<file path="config.mk">
export PLATFORM = sky130hd
export DESIGN_NAME = bhc_commutation
export DESIGN_NICKNAME = d
export VERILOG_FILES = /design/src/rtl/bhc_commutation.v
export VERILOG_INCLUDE_DIRS = /design/src /design/src/common
export SDC_FILE = /design/constraint.sdc
export NUM_CORES = 1
export LEC_CHECK = 0
export ABC_AREA = 1
export BUFFER_PORTS_ARGS = -buffer_cell sky130_fd_sc_hd__buf_2
export CAP_MARGIN = 30
export CORE_MARGIN = 4
export CORE_UTILIZATION = 50
export CTS_BUF_LIST = sky130_fd_sc_hd__clkbuf_2 sky130_fd_sc_hd__clkbuf_4 sky130_fd_sc_hd__clkbuf_8
export DETAILED_ROUTE_END_ITERATION = 8
export PLACE_DENSITY = 0.7
export SETUP_SLACK_MARGIN = 0.15
export SYNTH_ARGS = -nofsm -noshare
export SYNTH_HDL_FRONTEND = slang
export SYNTH_SLANG_ARGS = --single-unit
</file>
<file path="constraint.sdc">
create_clock -name clk_i -period 0.99 [get_ports clk_i]
set_input_delay 0.099 -clock clk_i [delete_from_list [all_inputs] [get_ports clk_i]]
set_output_delay 0.099 -clock clk_i [all_outputs]
set_load 0.05 [all_outputs]
</file>
<file path="src/common/bhc_defs.vh">
// Constants for the Hall commutation logic
`ifndef BHC_DEFS_VH
`define BHC_DEFS_VH
// Notes on behaviour
// - Output-disable high turns every upper and lower driver off, whatever the Hall code.
// - Rotation pulse once per electrical turn, driven as an open-collector pin.
// - Rotation pulse is a buffered copy of decoded Hall channel a.
// - Codes 100, 110, 111 select U3/L1, U3/L2, U1/L2.
// - Codes 011, 001, 000 select U1/L3, U2/L3, U2/L1.
// - A phase not in the current step has both its drivers off.
// Hall code, bit 2 is channel a, bit 0 is channel c
`define BHC_CODE_100 3'h4
`define BHC_CODE_110 3'h6
`define BHC_CODE_111 3'h7
`define BHC_CODE_011 3'h3
`define BHC_CODE_001 3'h1
`define BHC_CODE_000 3'h0
// Drive pattern {high3,high2,high1,low3,low2,low1}
`define BHC_PAT_U3L1 6'h21
`define BHC_PAT_U3L2 6'h22
`define BHC_PAT_U1L2 6'h0a
`define BHC_PAT_U1L3 6'h0c
`define BHC_PAT_U2L3 6'h14
`define BHC_PAT_U2L1 6'h11
`define BHC_PAT_OFF 6'h00
`define BHC_HALL_A 2
// Input word position of the disable bit, and the reset word that holds it set
`define BHC_IN_DIS 3
`define BHC_SYNC_RST 4'h8
// Pattern layout: lower drivers at bits 2:0, upper drivers from bit 3
`define BHC_PHASES 3
`define BHC_HIGH_LSB 3
// Reset levels of the driver enables and the rotation pulse pin
`define BHC_DRIVE_OFF 1'b0
`define BHC_PIN_DATA 1'b0
`define BHC_PULL_RST 1'b1
`endif

</file>
<file path="src/rtl/bhc_commutation.v">
// Hall-sensor decode to six-step phase driver enables
`timescale 1ns/1ps
`default_nettype none
`include "bhc_defs.vh"
module bhc_commutation (
    input wire clk_i, // 250 MHz clock
    input wire nrst_i, // Async reset, active low
    input wire ce_i, // Clock enable, freezes state when low
    input wire hall_sense_a_i, // Hall channel a, 1 = positive differential
    input wire hall_sense_b_i, // Hall channel b
    input wire hall_sense_c_i, // Hall channel c
    input wire out_disable_i, // High: all phases high impedance
    output reg high_side_drive_1_o, // Upper driver phase 1
    output reg high_side_drive_2_o, // Upper driver phase 2
    output reg high_side_drive_3_o, // Upper driver phase 3
    output reg low_side_drive_1_o, // Lower driver phase 1
    output reg low_side_drive_2_o, // Lower driver phase 2
    output reg low_side_drive_3_o, // Lower driver phase 3
    output reg rot_pulse_o, // Rotation pulse pin data level (always low)
    output reg rot_pulse_oe_o // Open-collector pull-down enable
);
    // Reset word keeps the disable bit set until real inputs have passed the filter
    localparam [`BHC_IN_DIS:0] SYNC_INIT = `BHC_SYNC_RST;

    // Input word: bits 2:0 carry Hall a..c, the top bit carries the disable
    wire [`BHC_IN_DIS:0] raw_in;
    wire [`BHC_IN_DIS:0] stable;
    wire [`BHC_HALL_A:0] code;
    wire dis;
    reg [5:0] dec_pat;
    reg [5:0] next_pat;
    wire [`BHC_PHASES-1:0] next_high;
    wire [`BHC_PHASES-1:0] next_low;
    wire next_pull;
    genvar g;
    genvar p;

    assign raw_in = {out_disable_i, hall_sense_a_i, hall_sense_b_i, hall_sense_c_i};
    assign code = stable[`BHC_HALL_A:0];
    assign dis = stable[`BHC_IN_DIS];
    assign next_pull = ~code[`BHC_HALL_A];

    // One filter per input; a level is taken once stages two and three agree
    generate
        for (g = 0; g <= `BHC_IN_DIS; g = g + 1)
        begin : gen_sync
            reg stage1;
            reg stage2;
            reg stage3;
            reg held;

            always @(posedge clk_i or negedge nrst_i)
            begin
                if (!nrst_i)
                begin
                    stage1 <= SYNC_INIT[g];
                    stage2 <= SYNC_INIT[g];
                    stage3 <= SYNC_INIT[g];
                    held <= SYNC_INIT[g];
                end
                else if (ce_i)
                begin
                    stage1 <= raw_in[g];
                    stage2 <= stage1;
                    stage3 <= stage2;
                    if (stage2 == stage3)
                    begin
                        held <= stage3;
                    end
                end
            end
            assign stable[g] = held;
        end
    endgenerate

    always @*
    begin
        dec_pat = `BHC_PAT_OFF;
        case (code)
            `BHC_CODE_100:
            begin
                dec_pat = `BHC_PAT_U3L1;
            end
            `BHC_CODE_110:
            begin
                dec_pat = `BHC_PAT_U3L2;
            end
            `BHC_CODE_111:
            begin
                dec_pat = `BHC_PAT_U1L2;
            end
            `BHC_CODE_011:
            begin
                dec_pat = `BHC_PAT_U1L3;
            end
            `BHC_CODE_001:
            begin
                dec_pat = `BHC_PAT_U2L3;
            end
            `BHC_CODE_000:
            begin
                dec_pat = `BHC_PAT_U2L1;
            end
            default:
            begin
                dec_pat = `BHC_PAT_OFF;
            end
        endcase
    end

    // Disable wins over any Hall code
    always @*
    begin
        if (dis)
        begin
            next_pat = `BHC_PAT_OFF;
        end
        else
        begin
            next_pat = dec_pat;
        end
    end

    // Guard each phase: never both drivers on, an idle phase floats
    generate
        for (p = 0; p < `BHC_PHASES; p = p + 1)
        begin : gen_phase
            assign next_high[p] = next_pat[`BHC_HIGH_LSB + p] & ~next_pat[p];
            assign next_low[p] = next_pat[p] & ~next_pat[`BHC_HIGH_LSB + p];
        end
    endgenerate

    always @(posedge clk_i or negedge nrst_i)
    begin
        if (!nrst_i)
        begin
            high_side_drive_1_o <= `BHC_DRIVE_OFF;
        end
        else if (ce_i)
        begin
            high_side_drive_1_o <= next_high[0];
        end
    end

    always @(posedge clk_i or negedge nrst_i)
    begin
        if (!nrst_i)
        begin
            high_side_drive_2_o <= `BHC_DRIVE_OFF;
        end
        else if (ce_i)
        begin
            high_side_drive_2_o <= next_high[1];
        end
    end

    always @(posedge clk_i or negedge nrst_i)
    begin
        if (!nrst_i)
        begin
            high_side_drive_3_o <= `BHC_DRIVE_OFF;
        end
        else if (ce_i)
        begin
            high_side_drive_3_o <= next_high[2];
        end
    end

    always @(posedge clk_i or negedge nrst_i)
    begin
        if (!nrst_i)
        begin
            low_side_drive_1_o <= `BHC_DRIVE_OFF;
        end
        else if (ce_i)
        begin
            low_side_drive_1_o <= next_low[0];
        end
    end

    always @(posedge clk_i or negedge nrst_i)
    begin
        if (!nrst_i)
        begin
            low_side_drive_2_o <= `BHC_DRIVE_OFF;
        end
        else if (ce_i)
        begin
            low_side_drive_2_o <= next_low[1];
        end
    end

    always @(posedge clk_i or negedge nrst_i)
    begin
        if (!nrst_i)
        begin
            low_side_drive_3_o <= `BHC_DRIVE_OFF;
        end
        else if (ce_i)
        begin
            low_side_drive_3_o <= next_low[2];
        end
    end

    // Open collector: the data level is always low, only the pull-down enable moves
    always @(posedge clk_i or negedge nrst_i)
    begin
        if (!nrst_i)
        begin
            rot_pulse_o <= `BHC_PIN_DATA;
        end
        else if (ce_i)
        begin
            rot_pulse_o <= `BHC_PIN_DATA;
        end
    end

    // Pull low while channel a is low, release when high
    always @(posedge clk_i or negedge nrst_i)
    begin
        if (!nrst_i)
        begin
            rot_pulse_oe_o <= `BHC_PULL_RST;
        end
        else if (ce_i)
        begin
            rot_pulse_oe_o <= next_pull;
        end
    end
endmodule // bhc_commutation
`default_nettype wire

</file>
==> results of run 1 <==
[cells in the mapped netlist]
| cell type | n | area [um2] |
|---|---|---|
| dfstp_2 | 5 | 131.4 |
| inv_2 | 1 | 3.750 |
| dfrtp_1 | 18 | 450.4 |
| buf_6 | 2 | 22.52 |
| nor2_1 | 5 | 18.77 |
| o21a_1 | 1 | 7.510 |
| inv_1 | 13 | 48.80 |
| buf_4 | 2 | 15.01 |
| conb_1 | 1 | 3.750 |
| o21ai_0 | 5 | 25.02 |
| nand2_1 | 66 | 247.7 |
[per-layer routing]
layer  part of all wire  wire [um]
met5                  0          0
met4              0.019         31
met3              0.031         51
met2               0.52        861
met1               0.43        722
[power by group]
part,switching [uW],internal (uW)
logic,418,274
registers,103,1100
clock network,258,185
total,779,1560
[cell type report]
cell class	count	area [um2]
Multi-Input combinational cell	78	315.3
Tap cell	25	31.28
Inverter	14	52.55
Timing Repair Buffer	25	215.2
Fill cell	135	556.8
Clock buffer	4	30.03
Sequential cell	23	581.8
[timing repair]
item	CTS	global route
buffers inserted	1	3
hold buffers	5	0
setup endpoints to repair	13	16
gates resized for setup	18	2
endpoints found under the hold margin	22	0
pin swaps	4	4
[final timing paths]
path | startpoint | endpoint | cells past startpoint
max | rot_pulse_oe_o | rot_pulse_oe_o | 1
max reg2reg | dis | high_side_drive_3_o | 3
min | ce_i | rot_pulse_oe_o | 4
max in group asynchronous | nrst_i | gen_sync[3].stage1 | 2
min reg2reg | gen_sync[3].stage2 | gen_sync[3].stage2 | 2
min in group asynchronous | nrst_i | gen_sync[1].held | 2
[state kept, by name, indices dropped and copies added, names as in the netlist]
name                 cells
dis                      1
gen_sync.held            3
gen_sync.stage1          4
gen_sync.stage2          4
gen_sync.stage3          4
high_side_drive_1_o      1
high_side_drive_2_o      1
high_side_drive_3_o      1
low_side_drive_1_o       1
low_side_drive_2_o       1
low_side_drive_3_o       1
rot_pulse_oe_o           1
[placed cells by master (no fill, tap or decap), drive strengths merged]
cell type / Yosys / layout
buf: 4 / 20
dlygate4sd3: 0 / 5
nand2: 66 / 66
inv: 14 / 14
o21a: 1 / 1
o21ai: 5 / 5
nor2: 5 / 5
clkbuf: 0 / 4
dfstp: 5 / 5
dfrtp: 18 / 18
conb: 1 / 1
[metrics by stage]
step	worst slack [ns]	cells	power, uW	instance area [um2]
detailed placement	0.1274	156	1739	1056
global route	-0.1609	169	2492	1226
CTS	-0.1455	166	2328	1199
finish	-0.1228	169	2334	1226
global placement	0.1369	156	1724	1056
floorplan	0.1092	119	1601	974.7
[cell families (layout without fill, tap and decap cells)]
| family | after synthesis | after routing | synth area share |
|---|---|---|---|
| AND/OR/NAND/NOR | 71 | 71 | 0.2734 |
| AO/OA/AOI/OAI | 6 | 6 | 0.03337 |
| flip-flops | 23 | 23 | 0.5969 |
| buffers and inverters | 18 | 43 | 0.09242 |
| other | 1 | 1 | 0.003847 |
==> metrics.md, run 1 <==
| Metric | Value |
|---|---|
| Core area | `1783 um2` |
| Final wirelength | `1667 um` |
| Slowest cell on crit path | `dfstp_2` |
| Yosys warnings | `0` |
| CP delay by family, top | `flip-flops` |
| Worst Setup Slack, final | `-0.1228 ns` |
| Post-Syn Nets | `126` |
| Clock Sinks | `23` |
| Clk slew on worst S/H paths | `0.12 ns` |
| Avg Cell Area, Syn | `8.191 um2` |
| H-tree depth | `1` |
| TNS Setup | `-0.1228 ns` |
| Drt first pass iters | `3` |
| DRC | `0` |
| GR Util met3 | `0.03438` |
| Hold Fails Final Rpt | `0` |
| Initial core utilization | `0.5467` |
| Fmax | `0.8987 GHz` |
| Crit-path max FO | `2` |
| I/O Buffers | `13` |
| Global-route met2 utilization | `0.2594` |
| M1 GR Usage | `0.1813` |
| Antenna diodes | `0` |
| Grt ovf | `0` |
| Max stage delay on crit path | `0.56 ns` |
| Cells after Synth | `119` |
| CP required | `0.89 ns` |
| Layout cells sized above 1 | `0.2292` |
| RSZ-0062 raised after global routing | `yes` |
| Worst path bufs/invs | `1` |
| Clock buffer count from CTS | `3` |
| GRT Total Usage | `0.1550` |
| Global-route wire length before repair | `3008 um` |
| Die width | `52.15 um` |
| Critical path class | `reg -> out` |
| Sequential element share of the synthesized area | `0.5969` |
| I/O Pins | `15` |
| CP endpoint kind | `output pin` |
| Vias in the first global route | `728` |
| Via Count | `754` |
| Most Used Layer, Global Route | `met2` |
| WHS | `0.1344 ns` |
| Setup skew after layout | `0.006572 ns` |
| Layout Utilization | `0.6877` |
| Worst vdd ir | `0.001025 V` |
| Die area | `2720 um2` |
| Post-route clock period utilization | `1.124` |
| Hpwl dp | `1125 um` |
| Vias/cell | `4.462` |
| Routed Antenna Nets | `0` |
| Count of pins over their slew limit | `0` |
| Starting DRT DRC Count | `9` |
| Largest net degree at the start of global routing | `24` |
| Initial antenna violation count | `0` |
| Arr. time, crit path | `1.01 ns` |
| Clk root buf | `clkbuf_4` |
| Num rows | `15` |
| Post-Syn Area | `974.7 um2` |
| Unique cell type count in the Yosys netlist | `11` |
| Skew-Pair Late Insertion Delay | `0.31 ns` |
| Synth Register Bits | `23` |
| TritonCTS clock tree | `done` |
| R2r setup slk | `0.11 ns` |
| Routability cong. | `0.7674` |
| Crit path cell chain | `buf_8` |
| Final setup fails | `1` |
| Post-layout minimum cycle time | `1.113 ns` |
| Failing checks | `negative setup slack` |
| Area Growth Syn to Fin | `25.80%` |
| Die Span Y | `52.15 um` |
| Per-cell routed wire length | `9.864 um` |
| MaxCap Viol Count | `0` |
| Hold crit path type | `in -> reg` |
| Pwr Density | `1904 nW/um2` |
| Setup crit start kind | `register` |
| Max clock buf depth | `2` |
| Nets | `152` |
| Status | `complete, but fails checks` |
| P_leak | `0.0007022 uW` |
No activity file was read; power rests on OpenSTA's default activity.
==> run 2, diff against run 1 <==
--- a/config.mk
+++ b/config.mk
@@ -10,10 +10,10 @@
 export BUFFER_PORTS_ARGS = -buffer_cell sky130_fd_sc_hd__buf_2
 export CAP_MARGIN = 30
 export CORE_MARGIN = 4
-export CORE_UTILIZATION = 50
+export CORE_UTILIZATION = 55
 export CTS_BUF_LIST = sky130_fd_sc_hd__clkbuf_2 sky130_fd_sc_hd__clkbuf_4 sky130_fd_sc_hd__clkbuf_8
 export DETAILED_ROUTE_END_ITERATION = 8
-export PLACE_DENSITY = 0.7
+export PLACE_DENSITY = 0.76
 export SETUP_SLACK_MARGIN = 0.15
 export SYNTH_ARGS = -nofsm -noshare
 export SYNTH_HDL_FRONTEND = slang
==> run 2 against run 1 <==
Against the previous run:
- the flow still finishes with violations (negative setup slack)
- critical path depth is the same
- die area shrank 7.7%
- maximum frequency is essentially flat
- final cell count shrank 3.0%
- clock-buffer cell count is the same
- register-to-register slack lost 0.02 ns
- hold slack lost 0.091 ns
- power shrank 0.31%
- sequential power is essentially flat
- largest power group unchanged
==> metrics.md, run 2 (same netlist as run 1, synthesis figures left out) <==
| Metric | Value |
|---|---|
| Status | `complete, but fails checks` |
| Failing checks | `negative setup slack` |
| I/O Pins | `15` |
| R2r setup slk | `0.09 ns` |
| Die width | `50.10 um` |
| Vias in the first global route | `730` |
| Worst vdd ir | `0.001113 V` |
| Initial core utilization | `0.6115` |
| Leading registers by flop count | `gen_sync.stage1: 4 flops, gen_sync.stage2: 4 flops, gen_sync.stage3: 4 flops` |
| Critical hold path startpoint | `ce_i` |
| Hold path cells | `3` |
| Clk root buf | `clkbuf_4` |
| GRT Total Usage | `0.1651` |
| Nets | `148` |
| Clk slew on worst S/H paths | `0.12 ns` |
| CP endpoint kind | `output pin` |
| Worst path bufs/invs | `1` |
| Grt ovf | `0` |
| Max stage delay on crit path | `0.57 ns` |
| Highest-count cells in the layout ignoring fill and taps | `nand2_1 (62), dfrtp_1 (18), inv_1 (10)` |
| Per-cell routed wire length | `10.16 um` |
| Hpwl dp | `1133 um` |
| Starting DRT DRC Count | `12` |
| Arr. time, crit path | `1.01 ns` |
| Worst Setup Slack, final | `-0.1226 ns` |
| Area Growth Syn to Fin | `24.01%` |
| P_leak | `0.0006848 uW` |
| TritonCTS clock tree | `done` |
| Post-layout minimum cycle time | `1.113 ns` |
| Setup slack at placement | `0.1340 ns` |
| Critical path class | `reg -> out` |
| Routed Antenna Nets | `0` |
| MaxCap Viol Count | `0` |
| CP delay by family, top | `flip-flops` |
| H-tree depth | `1` |
| Clock buffer count from CTS | `3` |
| Routability cong. | `0.8057` |
| Slowest cell on crit path | `dfstp_2` |
| Setup skew after layout | `0.009725 ns` |
| Max clock buf depth | `2` |
| Crit path cell chain | `buf_8` |
| Core area | `1594 um2` |
| Fmax | `0.8988 GHz` |
| Setup crit start kind | `register` |
| RSZ-0062 raised after global routing | `yes` |
| Final wirelength | `1666 um` |
| Final setup fails | `1` |
| Fin area | `1209 um2` |
| Placed cell areas | `1040 um2` |
| Crit-path max FO | `2` |
| WHS Endpoint | `gen_sync[3].stage1` |
| I/O Buffers | `13` |
| Via Count | `746` |
| Commonest non-fill, non-tap cell in the layout | `nand2_1` |
| Vias/cell | `4.549` |
| Count of pins over their slew limit | `0` |
| Pwr Total | `2327 uW` |
| DRC | `0` |
| Drt first pass iters | `3` |
| Num rows | `14` |
| Clock Sinks | `23` |
| Worst r2r src | `dis` |
| Hold crit path type | `in -> reg` |
| Die area | `2510 um2` |
| Global-route wire length before repair | `3105 um` |
| Layout cells sized above 1 | `0.2643` |
| TNS Setup | `-0.1226 ns` |
| Skew-Pair Late Insertion Delay | `0.30 ns` |
| Antenna diodes | `0` |
| Post-route clock period utilization | `1.124` |
| Die Span Y | `50.10 um` |
| CP required | `0.89 ns` |
| Reg2Reg Depth | `3` |
| Worst r2r dst | `low_side_drive_2_o` |
| Hold Fails Final Rpt | `0` |
| Initial antenna violation count | `0` |
| Largest net degree at the start of global routing | `24` |
| Pwr Density | `1925 nW/um2` |
[run 2: changes by cell type in the layout (fill, tap and decap cells not counted), sizes merged]
cell  previous run  this run
buf             20        16
[run 2: layout make-up]
cell class,instances,area (um2)
sequential,23,581.8
fill,114,385.4
multi-input combinational,78,329.1
timing repair buffer,21,185.2
inverter,14,52.55
clock buffer,4,30.03
tap,24,30.03
[run 2: how the worst max path moves through the flow]
stage | start | to | slack, ns | cells after the start
floorplan | rot_pulse_oe_o | rot_pulse_oe_o | 0.11 | 2
global placement | rot_pulse_oe_o | rot_pulse_oe_o | 0.14 | 1
detailed placement | rot_pulse_oe_o | rot_pulse_oe_o | 0.13 | 1
CTS | rot_pulse_oe_o | rot_pulse_oe_o | -0.13 | 1
global route | rot_pulse_oe_o | rot_pulse_oe_o | -0.17 | 1
finish | rot_pulse_oe_o | rot_pulse_oe_o | -0.12 | 1
[run 2: stage by stage]
| step | hold WS (ns) | cells | util |
|---|---|---|---|
| 2_1_floorplan | -0.1966 | 119 | - |
| 3_3_place_gp | 0.08451 | 153 | 0.6523 |
| 3_5_place_dp | 0.08594 | 153 | 0.6523 |
| 4_1_cts | 0.03837 | 163 | 0.7449 |
| 5_1_grt | 0.07828 | 164 | 0.7582 |
| 6_report | 0.04379 | 164 | 0.7582 |
[run 2: repair_timing]
item | in CTS | in global routing
resized for setup | 21 | 7
hold endpoints to repair | 22 | 0
setup buffers | 1 | 1
setup endpoints to repair | 14 | 16
gates cloned | 0 | 0
hold buffers | 5 | 0
pin swaps | 4 | 2
[run 2: power by group]
part | switching (uW) | internal [uW]
combinational | 424 | 257
clock | 255 | 184
sequential | 110 | 1100
[run 2: metal layers]
layer / GRT usage / share of wire / vias to the layer above
li1: - / - / 387
met1: 0.2012 / 0.44 / 339
met2: 0.2652 / 0.49 / 14
met3: 0.03012 / 0.044 / 6
met4: 0.1060 / 0.027 / 0
met5: 0 / 0 / -
